<file path="src/inc/tpm_pkg.sv">
// Purpose: constants and types for the timer with pin modes and interrupt
// Assumes: one core clock, synchronous active-low reset
// Notes: register map, control field positions, reset values, bus carriers
package tpm_pkg;

    // ------------------------------------------------------------------
    // register map
    // ------------------------------------------------------------------
    localparam logic [23:0] TPM_CTRL_ADDR = 24'h808020;
    localparam logic [23:0] TPM_CNT_ADDR = 24'h808024;
    localparam logic [23:0] TPM_PRD_ADDR = 24'h808028;

    // ------------------------------------------------------------------
    // control field positions
    // ------------------------------------------------------------------
    localparam int TPM_BIT_PIN_FN = 0;
    localparam int TPM_BIT_DIR = 1;
    localparam int TPM_BIT_DOUT = 2;
    localparam int TPM_BIT_DIN = 3;
    localparam int TPM_BIT_GO = 6;
    localparam int TPM_BIT_HOLD_REL = 7;
    localparam int TPM_BIT_CP = 8;
    localparam int TPM_BIT_CSRC = 9;
    localparam int TPM_BIT_INVERT = 10;
    localparam int TPM_BIT_FLAG = 11;

    // ------------------------------------------------------------------
    // reset values and counts
    // ------------------------------------------------------------------
    localparam logic [31:0] TPM_CNT_RST = 32'h0000_0000;
    localparam logic [31:0] TPM_PRD_RST = 32'h0000_0000;
    localparam logic [31:0] TPM_RDATA_RST = 32'h0000_0000;
    localparam logic TPM_CTRL_BIT_RST = 1'b0;
    // internal timer clock is the core clock divided by this
    localparam int TPM_INT_DIV = 2;

    // ------------------------------------------------------------------
    // types
    // ------------------------------------------------------------------
    typedef enum logic [1:0] {
        TPM_MODE_GPIO,
        TPM_MODE_TOUT,
        TPM_MODE_PIN_CNT,
        TPM_MODE_EDGE_CNT
    } tpm_mode_t;

    typedef struct packed {
        logic invert;
        logic csrc;
        logic cp;
        logic hold_release;
        logic go;
        logic dout;
        logic dir;
        logic pin_fn;
    } tpm_ctrl_t;

    typedef struct packed {
        logic wr;
        logic rd;
        logic [23:0] addr;
        logic [31:0] wdata;
    } tpm_bus_req_t;

    typedef struct packed {
        logic rvalid;
        logic [31:0] rdata;
    } tpm_bus_rsp_t;

endpackage : tpm_pkg

</file>
<file path="src/rtl/tpm_top.sv">
// Purpose: timer with four pin modes, flag and interrupt pulses
// Assumes: bus inputs synchronous to clk_i; pin may be asynchronous
// Notes: read data arrives one cycle after the read strobe
`timescale 1ns/10ps
module tpm_top (
    // clock and reset
    input wire logic clk_i,
    input wire logic rstn_i,
    // peripheral bus
    input wire tpm_pkg::tpm_bus_req_t bus_req_i,
    output tpm_pkg::tpm_bus_rsp_t bus_rsp_o,
    // timer pin, split into three signals
    input wire logic timer_pin_i,
    output logic timer_pin_o,
    output logic timer_pin_oe_o,
    // interrupt pulses to processor and dma
    output logic timer_irq_cpu_o,
    output logic timer_irq_dma_o
);

    // ------------------------------------------------------------------
    // registers
    // ------------------------------------------------------------------
    tpm_pkg::tpm_ctrl_t ctrl_q;
    tpm_pkg::tpm_ctrl_t ctrl_d;
    logic [31:0] prd_q;
    logic [31:0] prd_d;
    logic [31:0] rdata_q;
    logic [31:0] rdata_d;
    logic rvalid_q;
    logic div_q;
    logic flag_prev_q;
    logic pin_q;
    logic pin_oe_q;
    logic irq_q;

    // ------------------------------------------------------------------
    // address decode
    // ------------------------------------------------------------------
    logic sel_ctrl;
    logic sel_cnt;
    logic sel_prd;
    logic wr_ctrl;
    logic wr_cnt;
    logic wr_prd;

    assign sel_ctrl = (bus_req_i.addr == tpm_pkg::TPM_CTRL_ADDR);
    assign sel_cnt = (bus_req_i.addr == tpm_pkg::TPM_CNT_ADDR);
    assign sel_prd = (bus_req_i.addr == tpm_pkg::TPM_PRD_ADDR);
    assign wr_ctrl = bus_req_i.wr & sel_ctrl;
    assign wr_cnt = bus_req_i.wr & sel_cnt;
    assign wr_prd = bus_req_i.wr & sel_prd;

    // ------------------------------------------------------------------
    // mode decode
    // ------------------------------------------------------------------
    tpm_pkg::tpm_mode_t mode;
    logic run;
    logic restart;

    assign mode = ctrl_q.csrc ? (ctrl_q.pin_fn ? tpm_pkg::TPM_MODE_TOUT
                                               : tpm_pkg::TPM_MODE_GPIO)
                              : (ctrl_q.pin_fn ? tpm_pkg::TPM_MODE_EDGE_CNT
                                               : tpm_pkg::TPM_MODE_PIN_CNT);
    // release bit runs the timer, go with release restarts
    assign run = ctrl_q.hold_release;
    assign restart = ctrl_q.go & ctrl_q.hold_release;

    // ------------------------------------------------------------------
    // edge detection
    // ------------------------------------------------------------------
    logic pin_lvl;
    logic pin_rise;
    logic pin_fall;
    logic dout_lvl;
    logic dout_rise;

    tpm_sync_edge u_pin_sync (
        .clk_i(clk_i),
        .rstn_i(rstn_i),
        .din_i(timer_pin_i),
        .level_o(pin_lvl),
        .rise_o(pin_rise),
        .fall_o(pin_fall)
    );

    tpm_sync_edge u_dout_edge (
        .clk_i(clk_i),
        .rstn_i(rstn_i),
        .din_i(ctrl_q.dout),
        .level_o(dout_lvl),
        .rise_o(dout_rise),
        .fall_o()
    );

    // ------------------------------------------------------------------
    // timer clock selection
    // ------------------------------------------------------------------
    logic int_tick;
    logic pin_tick;
    logic tick;

    assign int_tick = div_q;
    // invert picks falling edges of the pin
    assign pin_tick = ctrl_q.invert ? pin_fall : pin_rise;

    always_comb
    begin
        tick = 1'b0;
        unique case (mode)
            tpm_pkg::TPM_MODE_GPIO: tick = int_tick;
            tpm_pkg::TPM_MODE_TOUT: tick = int_tick;
            // rises of the output value count when driving
            tpm_pkg::TPM_MODE_PIN_CNT: tick = ctrl_q.dir ? dout_rise : pin_tick;
            tpm_pkg::TPM_MODE_EDGE_CNT: tick = pin_tick;
        endcase
    end

    // ------------------------------------------------------------------
    // counter and flag
    // ------------------------------------------------------------------
    logic [31:0] cnt;
    logic flag;

    tpm_pulse_gen u_pulse (
        .clk_i(clk_i),
        .rstn_i(rstn_i),
        .run_i(run),
        .restart_i(restart),
        .clock_mode_i(ctrl_q.cp),
        .tick_i(tick),
        .period_i(prd_q),
        .cnt_wr_i(wr_cnt),
        .cnt_wdata_i(bus_req_i.wdata),
        .cnt_o(cnt),
        .flag_o(flag)
    );

    // ------------------------------------------------------------------
    // pin drive and input value
    // ------------------------------------------------------------------
    logic pin_drive_en;
    logic pin_drive_val;
    logic din_val;

    always_comb
    begin
        pin_drive_en = 1'b0;
        pin_drive_val = ctrl_q.dout;
        din_val = pin_lvl;
        unique case (mode)
            tpm_pkg::TPM_MODE_GPIO:
            begin
                // direction picks input or output value
                pin_drive_en = ctrl_q.dir;
                din_val = ctrl_q.dir ? ctrl_q.dout : pin_lvl;
            end
            tpm_pkg::TPM_MODE_TOUT:
            begin
                // timer output drives pin, invert applied
                pin_drive_en = 1'b1;
                pin_drive_val = flag ^ ctrl_q.invert;
                din_val = pin_lvl;
            end
            tpm_pkg::TPM_MODE_PIN_CNT:
            begin
                pin_drive_en = ctrl_q.dir;
                din_val = ctrl_q.dir ? ctrl_q.dout : pin_lvl;
            end
            tpm_pkg::TPM_MODE_EDGE_CNT:
            begin
                pin_drive_en = 1'b0;
                din_val = pin_lvl;
            end
        endcase
    end

    // ------------------------------------------------------------------
    // control register update
    // ------------------------------------------------------------------
    always_comb
    begin
        ctrl_d = ctrl_q;
        // go clears itself once the restart has happened
        if (restart)
            ctrl_d.go = 1'b0;
        // flag and input value are not writable
        if (wr_ctrl)
        begin
            ctrl_d.pin_fn = bus_req_i.wdata[tpm_pkg::TPM_BIT_PIN_FN];
            ctrl_d.dir = bus_req_i.wdata[tpm_pkg::TPM_BIT_DIR];
            ctrl_d.dout = bus_req_i.wdata[tpm_pkg::TPM_BIT_DOUT];
            ctrl_d.go = bus_req_i.wdata[tpm_pkg::TPM_BIT_GO];
            ctrl_d.hold_release = bus_req_i.wdata[tpm_pkg::TPM_BIT_HOLD_REL];
            ctrl_d.cp = bus_req_i.wdata[tpm_pkg::TPM_BIT_CP];
            ctrl_d.csrc = bus_req_i.wdata[tpm_pkg::TPM_BIT_CSRC];
            ctrl_d.invert = bus_req_i.wdata[tpm_pkg::TPM_BIT_INVERT];
        end
    end

    assign prd_d = wr_prd ? bus_req_i.wdata : prd_q;

    // ------------------------------------------------------------------
    // read mux
    // ------------------------------------------------------------------
    logic [31:0] ctrl_word;

    always_comb
    begin
        ctrl_word = 32'h0000_0000;
        ctrl_word[tpm_pkg::TPM_BIT_PIN_FN] = ctrl_q.pin_fn;
        ctrl_word[tpm_pkg::TPM_BIT_DIR] = ctrl_q.dir;
        ctrl_word[tpm_pkg::TPM_BIT_DOUT] = ctrl_q.dout;
        ctrl_word[tpm_pkg::TPM_BIT_DIN] = din_val;
        ctrl_word[tpm_pkg::TPM_BIT_GO] = ctrl_q.go;
        ctrl_word[tpm_pkg::TPM_BIT_HOLD_REL] = ctrl_q.hold_release;
        ctrl_word[tpm_pkg::TPM_BIT_CP] = ctrl_q.cp;
        ctrl_word[tpm_pkg::TPM_BIT_CSRC] = ctrl_q.csrc;
        ctrl_word[tpm_pkg::TPM_BIT_INVERT] = ctrl_q.invert;
        ctrl_word[tpm_pkg::TPM_BIT_FLAG] = flag;
    end

    // unmapped reads return zero rather than stale data
    assign rdata_d = sel_ctrl ? ctrl_word :
                     sel_cnt ? cnt :
                     sel_prd ? prd_q : 32'h0000_0000;

    // ------------------------------------------------------------------
    // state registers
    // ------------------------------------------------------------------
    // reset leaves the timer halted
    always_ff @(posedge clk_i)
    begin
        if (!rstn_i)
        begin
            ctrl_q <= '0;
            prd_q <= tpm_pkg::TPM_PRD_RST;
        end
        else
        begin
            ctrl_q <= ctrl_d;
            prd_q <= prd_d;
        end
    end

    always_ff @(posedge clk_i)
    begin
        if (!rstn_i)
        begin
            rdata_q <= tpm_pkg::TPM_RDATA_RST;
            rvalid_q <= 1'b0;
        end
        else
        begin
            rvalid_q <= bus_req_i.rd;
            if (bus_req_i.rd)
                rdata_q <= rdata_d;
        end
    end

    always_ff @(posedge clk_i)
    begin
        if (!rstn_i)
            div_q <= 1'b0;
        else if (restart)
            div_q <= 1'b0;
        else if (run)
            div_q <= ~div_q;
    end

    always_ff @(posedge clk_i)
    begin
        if (!rstn_i)
        begin
            pin_q <= 1'b0;
            pin_oe_q <= 1'b0;
        end
        else
        begin
            pin_q <= pin_drive_val;
            pin_oe_q <= pin_drive_en;
        end
    end

    always_ff @(posedge clk_i)
    begin
        if (!rstn_i)
        begin
            flag_prev_q <= 1'b0;
            irq_q <= 1'b0;
        end
        else
        begin
            flag_prev_q <= flag;
            irq_q <= flag & ~flag_prev_q;
        end
    end

    // ------------------------------------------------------------------
    // outputs
    // ------------------------------------------------------------------
    assign bus_rsp_o.rvalid = rvalid_q;
    assign bus_rsp_o.rdata = rdata_q;
    assign timer_pin_o = pin_q;
    assign timer_pin_oe_o = pin_oe_q;
    // same pulse to both paths, enables live elsewhere
    assign timer_irq_cpu_o = irq_q;
    assign timer_irq_dma_o = irq_q;

endmodule : tpm_top

</file>
<file path="src/rtl/tpm_sync_edge.sv">
// Purpose: two-stage synchroniser with edge pulses
// Assumes: input may be asynchronous to clk_i
// Notes: first stage feeds only the second stage
`timescale 1ns/10ps
module tpm_sync_edge (
    // clock and reset
    input wire logic clk_i,
    input wire logic rstn_i,
    // sampled signal
    input wire logic din_i,
    // synchronised level and edges
    output logic level_o,
    output logic rise_o,
    output logic fall_o
);

    logic meta_q;
    logic sync_q;
    logic prev_q;

    always_ff @(posedge clk_i)
    begin
        if (!rstn_i)
        begin
            meta_q <= 1'b0;
            sync_q <= 1'b0;
            prev_q <= 1'b0;
        end
        else
        begin
            meta_q <= din_i;
            sync_q <= meta_q;
            prev_q <= sync_q;
        end
    end

    assign level_o = sync_q;
    assign rise_o = sync_q & ~prev_q;
    assign fall_o = ~sync_q & prev_q;

endmodule : tpm_sync_edge

</file>
<file path="src/rtl/tpm_pulse_gen.sv">
// Purpose: period counter and timer flag generator
// Assumes: tick_i is a one-cycle count enable
// Notes: bus writes to the counter win over counting
`timescale 1ns/10ps
module tpm_pulse_gen (
    // clock and reset
    input wire logic clk_i,
    input wire logic rstn_i,
    // control
    input wire logic run_i,
    input wire logic restart_i,
    input wire logic clock_mode_i,
    input wire logic tick_i,
    input wire logic [31:0] period_i,
    // counter write
    input wire logic cnt_wr_i,
    input wire logic [31:0] cnt_wdata_i,
    // state
    output logic [31:0] cnt_o,
    output logic flag_o
);

    logic [31:0] cnt_q;
    logic [31:0] cnt_d;
    logic flag_q;
    logic flag_d;
    logic [31:0] cnt_inc;
    logic zero_case;
    logic hit;
    logic fire;
    logic stale_eq;

    assign cnt_inc = cnt_q + 32'h0000_0001;
    // period and counter both zero: flag sticks or toggles at core rate
    assign zero_case = (period_i == 32'h0000_0000) && (cnt_q == 32'h0000_0000);
    assign hit = (cnt_inc == period_i);
    assign stale_eq = (cnt_q == period_i) && !zero_case;
    assign fire = run_i && tick_i && hit && !zero_case;

    always_comb
    begin
        cnt_d = cnt_q;
        flag_d = flag_q;
        if (restart_i)
        begin
            cnt_d = tpm_pkg::TPM_CNT_RST;
            flag_d = 1'b0;
        end
        else if (run_i)
        begin
            if (stale_eq)
                cnt_d = tpm_pkg::TPM_CNT_RST;
            else if (tick_i && !zero_case)
                cnt_d = hit ? tpm_pkg::TPM_CNT_RST : cnt_inc;
            // pulse one core cycle, clock mode toggles
            if (clock_mode_i)
                flag_d = flag_q ^ (fire | zero_case);
            else
                flag_d = fire | zero_case;
        end
        if (cnt_wr_i)
            cnt_d = cnt_wdata_i;
    end

    always_ff @(posedge clk_i)
    begin
        if (!rstn_i)
        begin
            cnt_q <= tpm_pkg::TPM_CNT_RST;
            flag_q <= 1'b0;
        end
        else
        begin
            cnt_q <= cnt_d;
            flag_q <= flag_d;
        end
    end

    assign cnt_o = cnt_q;
    assign flag_o = flag_q;

endmodule : tpm_pulse_gen

</file>
<file path="config.mk">
export PLATFORM = sky130hd
export DESIGN_NAME = tpm_top
export DESIGN_NICKNAME = d
export VERILOG_FILES = /design/src/inc/tpm_pkg.sv /design/src/rtl/tpm_top.sv /design/src/rtl/tpm_sync_edge.sv /design/src/rtl/tpm_pulse_gen.sv
export SDC_FILE = /design/constraint.sdc
export NUM_CORES = 1
export LEC_CHECK = 0
export ABC_AREA = 0
export CORE_ASPECT_RATIO = 1.1
export CORE_MARGIN = 10
export CORE_UTILIZATION = 48
export CTS_CLUSTER_DIAMETER = 150
export DETAILED_ROUTE_END_ITERATION = 6
export DONT_BUFFER_PORTS = 1
export PLACE_DENSITY_LB_ADDON = 0.2
export SLEW_MARGIN = 20
export SYNTH_ARGS = -nofsm -noshare
export SYNTH_HDL_FRONTEND = slang
export SYNTH_SLANG_ARGS = --single-unit
</file>
<file path="constraint.sdc">
create_clock -name clk_i -period 3 [get_ports clk_i]
set_input_delay 0 -clock clk_i [delete_from_list [all_inputs] [get_ports clk_i]]
set_output_delay 0 -clock clk_i [all_outputs]
set_load 0.1 [all_outputs]
</file>
==> report_table.html <==
<table>
<tr><th>Metric</th><th>Value</th></tr>
<tr><th colspan="2">Synthesis</th></tr>
<tr><td>Syn_nets</td><td>951</td></tr>
<tr><td>Post-synthesis adder-cell area fraction</td><td>0.00362</td></tr>
<tr><td>Cell type contributing the most total cell area after synthesis</td><td>sky130_fd_sc_hd__dfxtp_1</td></tr>
<tr><td>Proportion of synthesized flip-flops having asynchronous set or reset</td><td>0</td></tr>
<tr><td>Post-synthesis average cell area</td><td>7.77 um^2</td></tr>
<tr><td>Largest family of logic cells by synthesized area</td><td>simple AND/OR/NAND/NOR gates</td></tr>
<tr><td>Count of mapped cells out of synthesis</td><td>888</td></tr>
<tr><td>Most area-consuming cells after synthesis</td><td>sky130_fd_sc_hd__dfxtp_1 (34%), sky130_fd_sc_hd__nand2_1 (5.7%), sky130_fd_sc_hd__xnor2_1 (4.4%), sky130_fd_sc_hd__nor2_1 (4.1%), sky130_fd_sc_hd__a21oi_1 (4.0%)</td></tr>
<tr><td>Fraction of synthesized cell area in xor and xnor cells</td><td>0.0596</td></tr>
<tr><td>Synthesized-area fraction occupied by ao, oa, aoi and oai cells</td><td>0.232</td></tr>
<tr><td>Flip-flop and latch count after synthesis</td><td>117</td></tr>
<tr><td>Most instantiated flip-flop cell in the synthesis netlist</td><td>sky130_fd_sc_hd__dfxtp_1</td></tr>
<tr><td>Mux contribution to synthesized area</td><td>0.0308</td></tr>
<tr><td>Summed instance area of the synthesized netlist</td><td>0.00690 mm^2</td></tr>
<tr><td>Count of distinct cell types in the synthesized netlist</td><td>69</td></tr>
<tr><td>Synthesis Warnings</td><td>0</td></tr>
<tr><td>Number of enable-type register cells in the synthesized netlist</td><td>0</td></tr>
<tr><td>Share of the yosys chip area belonging to registers</td><td>0.339</td></tr>
<tr><td>Post-synth top area share</td><td>0.339</td></tr>
<tr><td>Area fraction in and, or, nand and nor cells after synthesis</td><td>0.256</td></tr>
<tr><th colspan="2">Timing</th></tr>
<tr><td>Worst Tran Pin Value</td><td>999 ps</td></tr>
<tr><td>Highest clock rate</td><td>317 MHz</td></tr>
<tr><td>Final critical path time including I/O delays and setup</td><td>3160 ps</td></tr>
<tr><td>Slew Limit Headroom</td><td>0.335</td></tr>
<tr><td>Post-route fraction of the period consumed by the critical path</td><td>1.05</td></tr>
<tr><td>Fin worst setup slack</td><td>-155 ps</td></tr>
<tr><td>TNS Setup</td><td>-2820 ps</td></tr>
<tr><td>Hold Vio Cnt, Final</td><td>0</td></tr>
<tr><td>Total setup violations reported at the end of the flow</td><td>31</td></tr>
<tr><td>Final number of max-transition violations</td><td>0</td></tr>
<tr><td>RSZ-0062 raised after global routing</td><td>true</td></tr>
<tr><td>Clock tree skew after final layout</td><td>8.03 ps</td></tr>
<tr><th colspan="2">Worst setup path</th></tr>
<tr><td>Worst Path Max Fanout</td><td>7</td></tr>
<tr><td>Worst EP arrival</td><td>3460 ps</td></tr>
<tr><td>Startpoint-to-endpoint class of the critical path</td><td>reg -&gt; reg</td></tr>
<tr><td>Endpoint type of the worst setup path</td><td>register</td></tr>
<tr><td>Worst path required time</td><td>3310 ps</td></tr>
<tr><td>Slack of the worst reg-to-reg path</td><td>-160 ps</td></tr>
<tr><td>Startpoint class of the critical path</td><td>register</td></tr>
<tr><th colspan="2">Detailed routing</th></tr>
<tr><td>Via-to-Cell Ratio</td><td>6.47</td></tr>
<tr><td>First-iteration detailed-routing DRC count</td><td>1016</td></tr>
<tr><td>Post-DR wirelength/cell</td><td>23.7 um</td></tr>
<tr><td>Vias</td><td>8034</td></tr>
<tr><td>Count of unresolved DRC violations after routing</td><td>26</td></tr>
<tr><td>DR pass1 iterations</td><td>7</td></tr>
<tr><td>Final antenna-violating net count</td><td>0</td></tr>
<tr><td>WL final</td><td>29500 um</td></tr>
<tr><th colspan="2">Place</th></tr>
<tr><td>Sum of net half-perimeters after detailed placement</td><td>20700 um</td></tr>
<tr><td>Area after DPL</td><td>0.00789 mm^2</td></tr>
<tr><td>Number of input and output port buffers inserted</td><td>0</td></tr>
<tr><td>Final estimated routing congestion in global placement</td><td>0.991</td></tr>
<tr><td>Cell total after placement</td><td>1131</td></tr>
<tr><th colspan="2">Global routing</th></tr>
<tr><td>Global route overflow</td><td>0</td></tr>
<tr><td>Largest net degree at the start of global routing</td><td>66</td></tr>
<tr><td>Antenna violations before repair</td><td>0</td></tr>
<tr><td>Vias in the first global route</td><td>7539</td></tr>
<tr><td>Global-route wire length before repair</td><td>44400 um</td></tr>
<tr><td>Global-route total usage across every layer</td><td>0.287</td></tr>
<tr><th colspan="2">Floorplanning</th></tr>
<tr><td>Initial cell density of the core</td><td>0.494</td></tr>
<tr><td>Core Region</td><td>0.0140 mm^2</td></tr>
<tr><td>Total Die Area</td><td>0.0196 mm^2</td></tr>
<tr><td>Row Count</td><td>45</td></tr>
<tr><td>Number of ports placed on the die boundary</td><td>98</td></tr>
<tr><td>Vertical extent of the die</td><td>146 um</td></tr>
<tr><td>Die outline width</td><td>134 um</td></tr>
<tr><th colspan="2">Final layout</th></tr>
<tr><td>Area delta synth-&gt;final</td><td>40.3%</td></tr>
<tr><td>Final standard cell utilization of the core</td><td>0.694</td></tr>
<tr><td>Diodes inserted</td><td>0</td></tr>
<tr><td>Layout Nets</td><td>1107</td></tr>
<tr><td>Ratio of cells with drive above 1 in the final layout</td><td>0.279</td></tr>
<tr><td>Final std cell area, no fill</td><td>0.00968 mm^2</td></tr>
<tr><td>Number of filler instances in the final layout</td><td>1159</td></tr>
<tr><td>Finished Layout Cells</td><td>1242</td></tr>
<tr><th colspan="2">Clocking</th></tr>
<tr><td>Clock Pin Slew Worst Setup and Hold Paths</td><td>50 ps</td></tr>
<tr><td>Number of buffers inserted during clock tree synthesis</td><td>17</td></tr>
<tr><td>CTS root buf</td><td>sky130_fd_sc_hd__clkbuf_16</td></tr>
<tr><td>Clock Latency Late Sink</td><td>430 ps</td></tr>
<tr><td>CTS tree</td><td>done</td></tr>
<tr><td>Clock H-tree levels</td><td>4</td></tr>
<tr><td>Bufs on Longest Clock Path</td><td>2</td></tr>
<tr><td>Clock sinks</td><td>117</td></tr>
<tr><th colspan="2">Power and ir drop</th></tr>
<tr><td>Lkg Pwr</td><td>3.62 nW</td></tr>
<tr><td>Final total power</td><td>3.79 mW</td></tr>
<tr><td>Maximum vdd ir drop</td><td>0.335 mV</td></tr>
<tr><td>Power per standard cell area</td><td>391 mW/mm^2</td></tr>
<tr><th colspan="2">Run status</th></tr>
<tr><td>Violations in the final reports</td><td>design-rule violations, negative setup slack</td></tr>
<tr><td>Outcome</td><td>finished, violations left</td></tr>
<tr><th colspan="2">Hold path</th></tr>
<tr><td>Tightest Hold Check Type</td><td>in -&gt; reg</td></tr>
<tr><th colspan="2">Job</th></tr>
<tr><td>Number of maximum-capacitance violations</td><td>0</td></tr>
</table>
-- cell families (layout without fill, tap and decap cells) --
group / Yosys count / after routing
flip-flops: 117 / 117
buffers and inverters: 126 / 292
AND/OR/NAND/NOR: 344 / 344
adder cells (fa/ha/maj): 2 / 2
multiplexers: 21 / 21
AO/OA/AOI/OAI: 231 / 231
XOR/XNOR: 47 / 47
-- Yosys cell counts, types with 13 or more instances --
cell and number:
sky130_fd_sc_hd__a22oi_1 23, sky130_fd_sc_hd__nor4_1 27, sky130_fd_sc_hd__nand2_1 105, sky130_fd_sc_hd__o22ai_1 22, sky130_fd_sc_hd__o21ai_0 19, sky130_fd_sc_hd__mux2i_1 19, sky130_fd_sc_hd__dfxtp_1 117, sky130_fd_sc_hd__a211oi_1 22
sky130_fd_sc_hd__clkbuf_1 64, sky130_fd_sc_hd__nand2b_1 13, sky130_fd_sc_hd__nor3_1 17, sky130_fd_sc_hd__a32oi_1 22, sky130_fd_sc_hd__buf_2 13, sky130_fd_sc_hd__a21oi_1 55, sky130_fd_sc_hd__inv_1 32, sky130_fd_sc_hd__xnor2_1 35
sky130_fd_sc_hd__and2_1 14, sky130_fd_sc_hd__nand4_1 25, sky130_fd_sc_hd__nor2_1 75, sky130_fd_sc_hd__nand3_1 26, sky130_fd_sc_hd__a41oi_1 26
-- flip-flops by register name, indices dropped and copies added, names as in the netlist --
register             count
prd_q                   32
rdata_q                 32
u_pulse.cnt_o           32
ctrl_q                   7
div_q                    1
flag_prev_q              1
run                      1
rvalid_q                 1
timer_irq_cpu_o          1
timer_pin_o              1
timer_pin_oe_o           1
u_dout_edge.level_o      1
u_dout_edge.meta_q       1
u_dout_edge.prev_q       1
u_pin_sync.level_o       1
u_pin_sync.meta_q        1
u_pin_sync.prev_q        1
u_pulse.flag_o           1
-- worst max-delay path, stage by stage, from the launching register on --
cell and delay, ps:
sky130_fd_sc_hd__dfxtp_4 360, sky130_fd_sc_hd__buf_4 110, sky130_fd_sc_hd__buf_4 110, sky130_fd_sc_hd__nand3_4 130, sky130_fd_sc_hd__or3_4 370, sky130_fd_sc_hd__o31a_1 300
sky130_fd_sc_hd__nor3_2 240, sky130_fd_sc_hd__nand4_1 170, sky130_fd_sc_hd__nor4_2 200, sky130_fd_sc_hd__buf_4 170, sky130_fd_sc_hd__a31oi_4 120, sky130_fd_sc_hd__buf_12 200
sky130_fd_sc_hd__buf_8 120, sky130_fd_sc_hd__buf_16 140, sky130_fd_sc_hd__a32oi_2 180, sky130_fd_sc_hd__o22ai_1 110
-- metrics by stage --
step | worst slack (ps) | hold WS, ps
floorplan | 84.3 | 127
finish | -155 | 12.4
global route | -261 | 19.1
CTS | -145 | 0.179
detailed placement | -288 | 107
global placement | -335 | 102
-- worst paths after layout --
path,from,depth (start not counted),endpoint
max,u_pulse.cnt_o[0],15,u_pulse.cnt_o[27]
max reg2reg,u_pulse.cnt_o[0],15,u_pulse.cnt_o[27]
min,bus_req_i[34],4,rdata_q[0]
min reg2reg,flag_prev_q,1,timer_irq_cpu_o
-- report_power, final --
group	internal (mW)	total (mW)	switching, mW
Sequential	1.57	1.58	0.0128
Combinational	0.0971	0.308	0.210
Clock	1.16	1.90	0.738
Total	2.82	3.79	0.961
-- timing repair --
item	4_1_cts	5_1_grt
hold endpoints to repair	114	0
gates cloned	5	0
hold buffers	48	0
resized for setup	41	45
pin swaps	21	33
setup endpoints to repair	33	34
buffers inserted	25	8
-- metal layers --
metal	GRT usage	share of wire	up-vias
met2	0.440	0.46	524
met3	0.0631	0.11	82
met5	0	0	-
met4	0.121	0.033	0
li1	-	-	3565
met1	0.378	0.41	3863
-- area by class of cell --
class | count | area, um^2 | area share
Multi-Input combinational cell | 645 | 4370 | 0.451
Sequential cell | 117 | 2370 | 0.245
Timing Repair Buffer | 230 | 2050 | 0.212
Clock buffer | 20 | 457 | 0.0472
Tap cell | 188 | 235 | 0.0243
Inverter | 33 | 124 | 0.0128
Clock inverter | 9 | 81.3 | 0.00840
-- cell usage in the layout, fill, tap and decap left out, drive strengths merged, types with 23 or more instances in the layout --
cell         count
xnor2           35
nor2            75
nand2          106
o21ai           24
a41oi           26
nor4            31
inv             34
a22oi           23
dfxtp          117
nand4           27
nand3           28
buf            184
dlygate4sd3     46
a21oi           56
(Power assumes the default switching activity.)
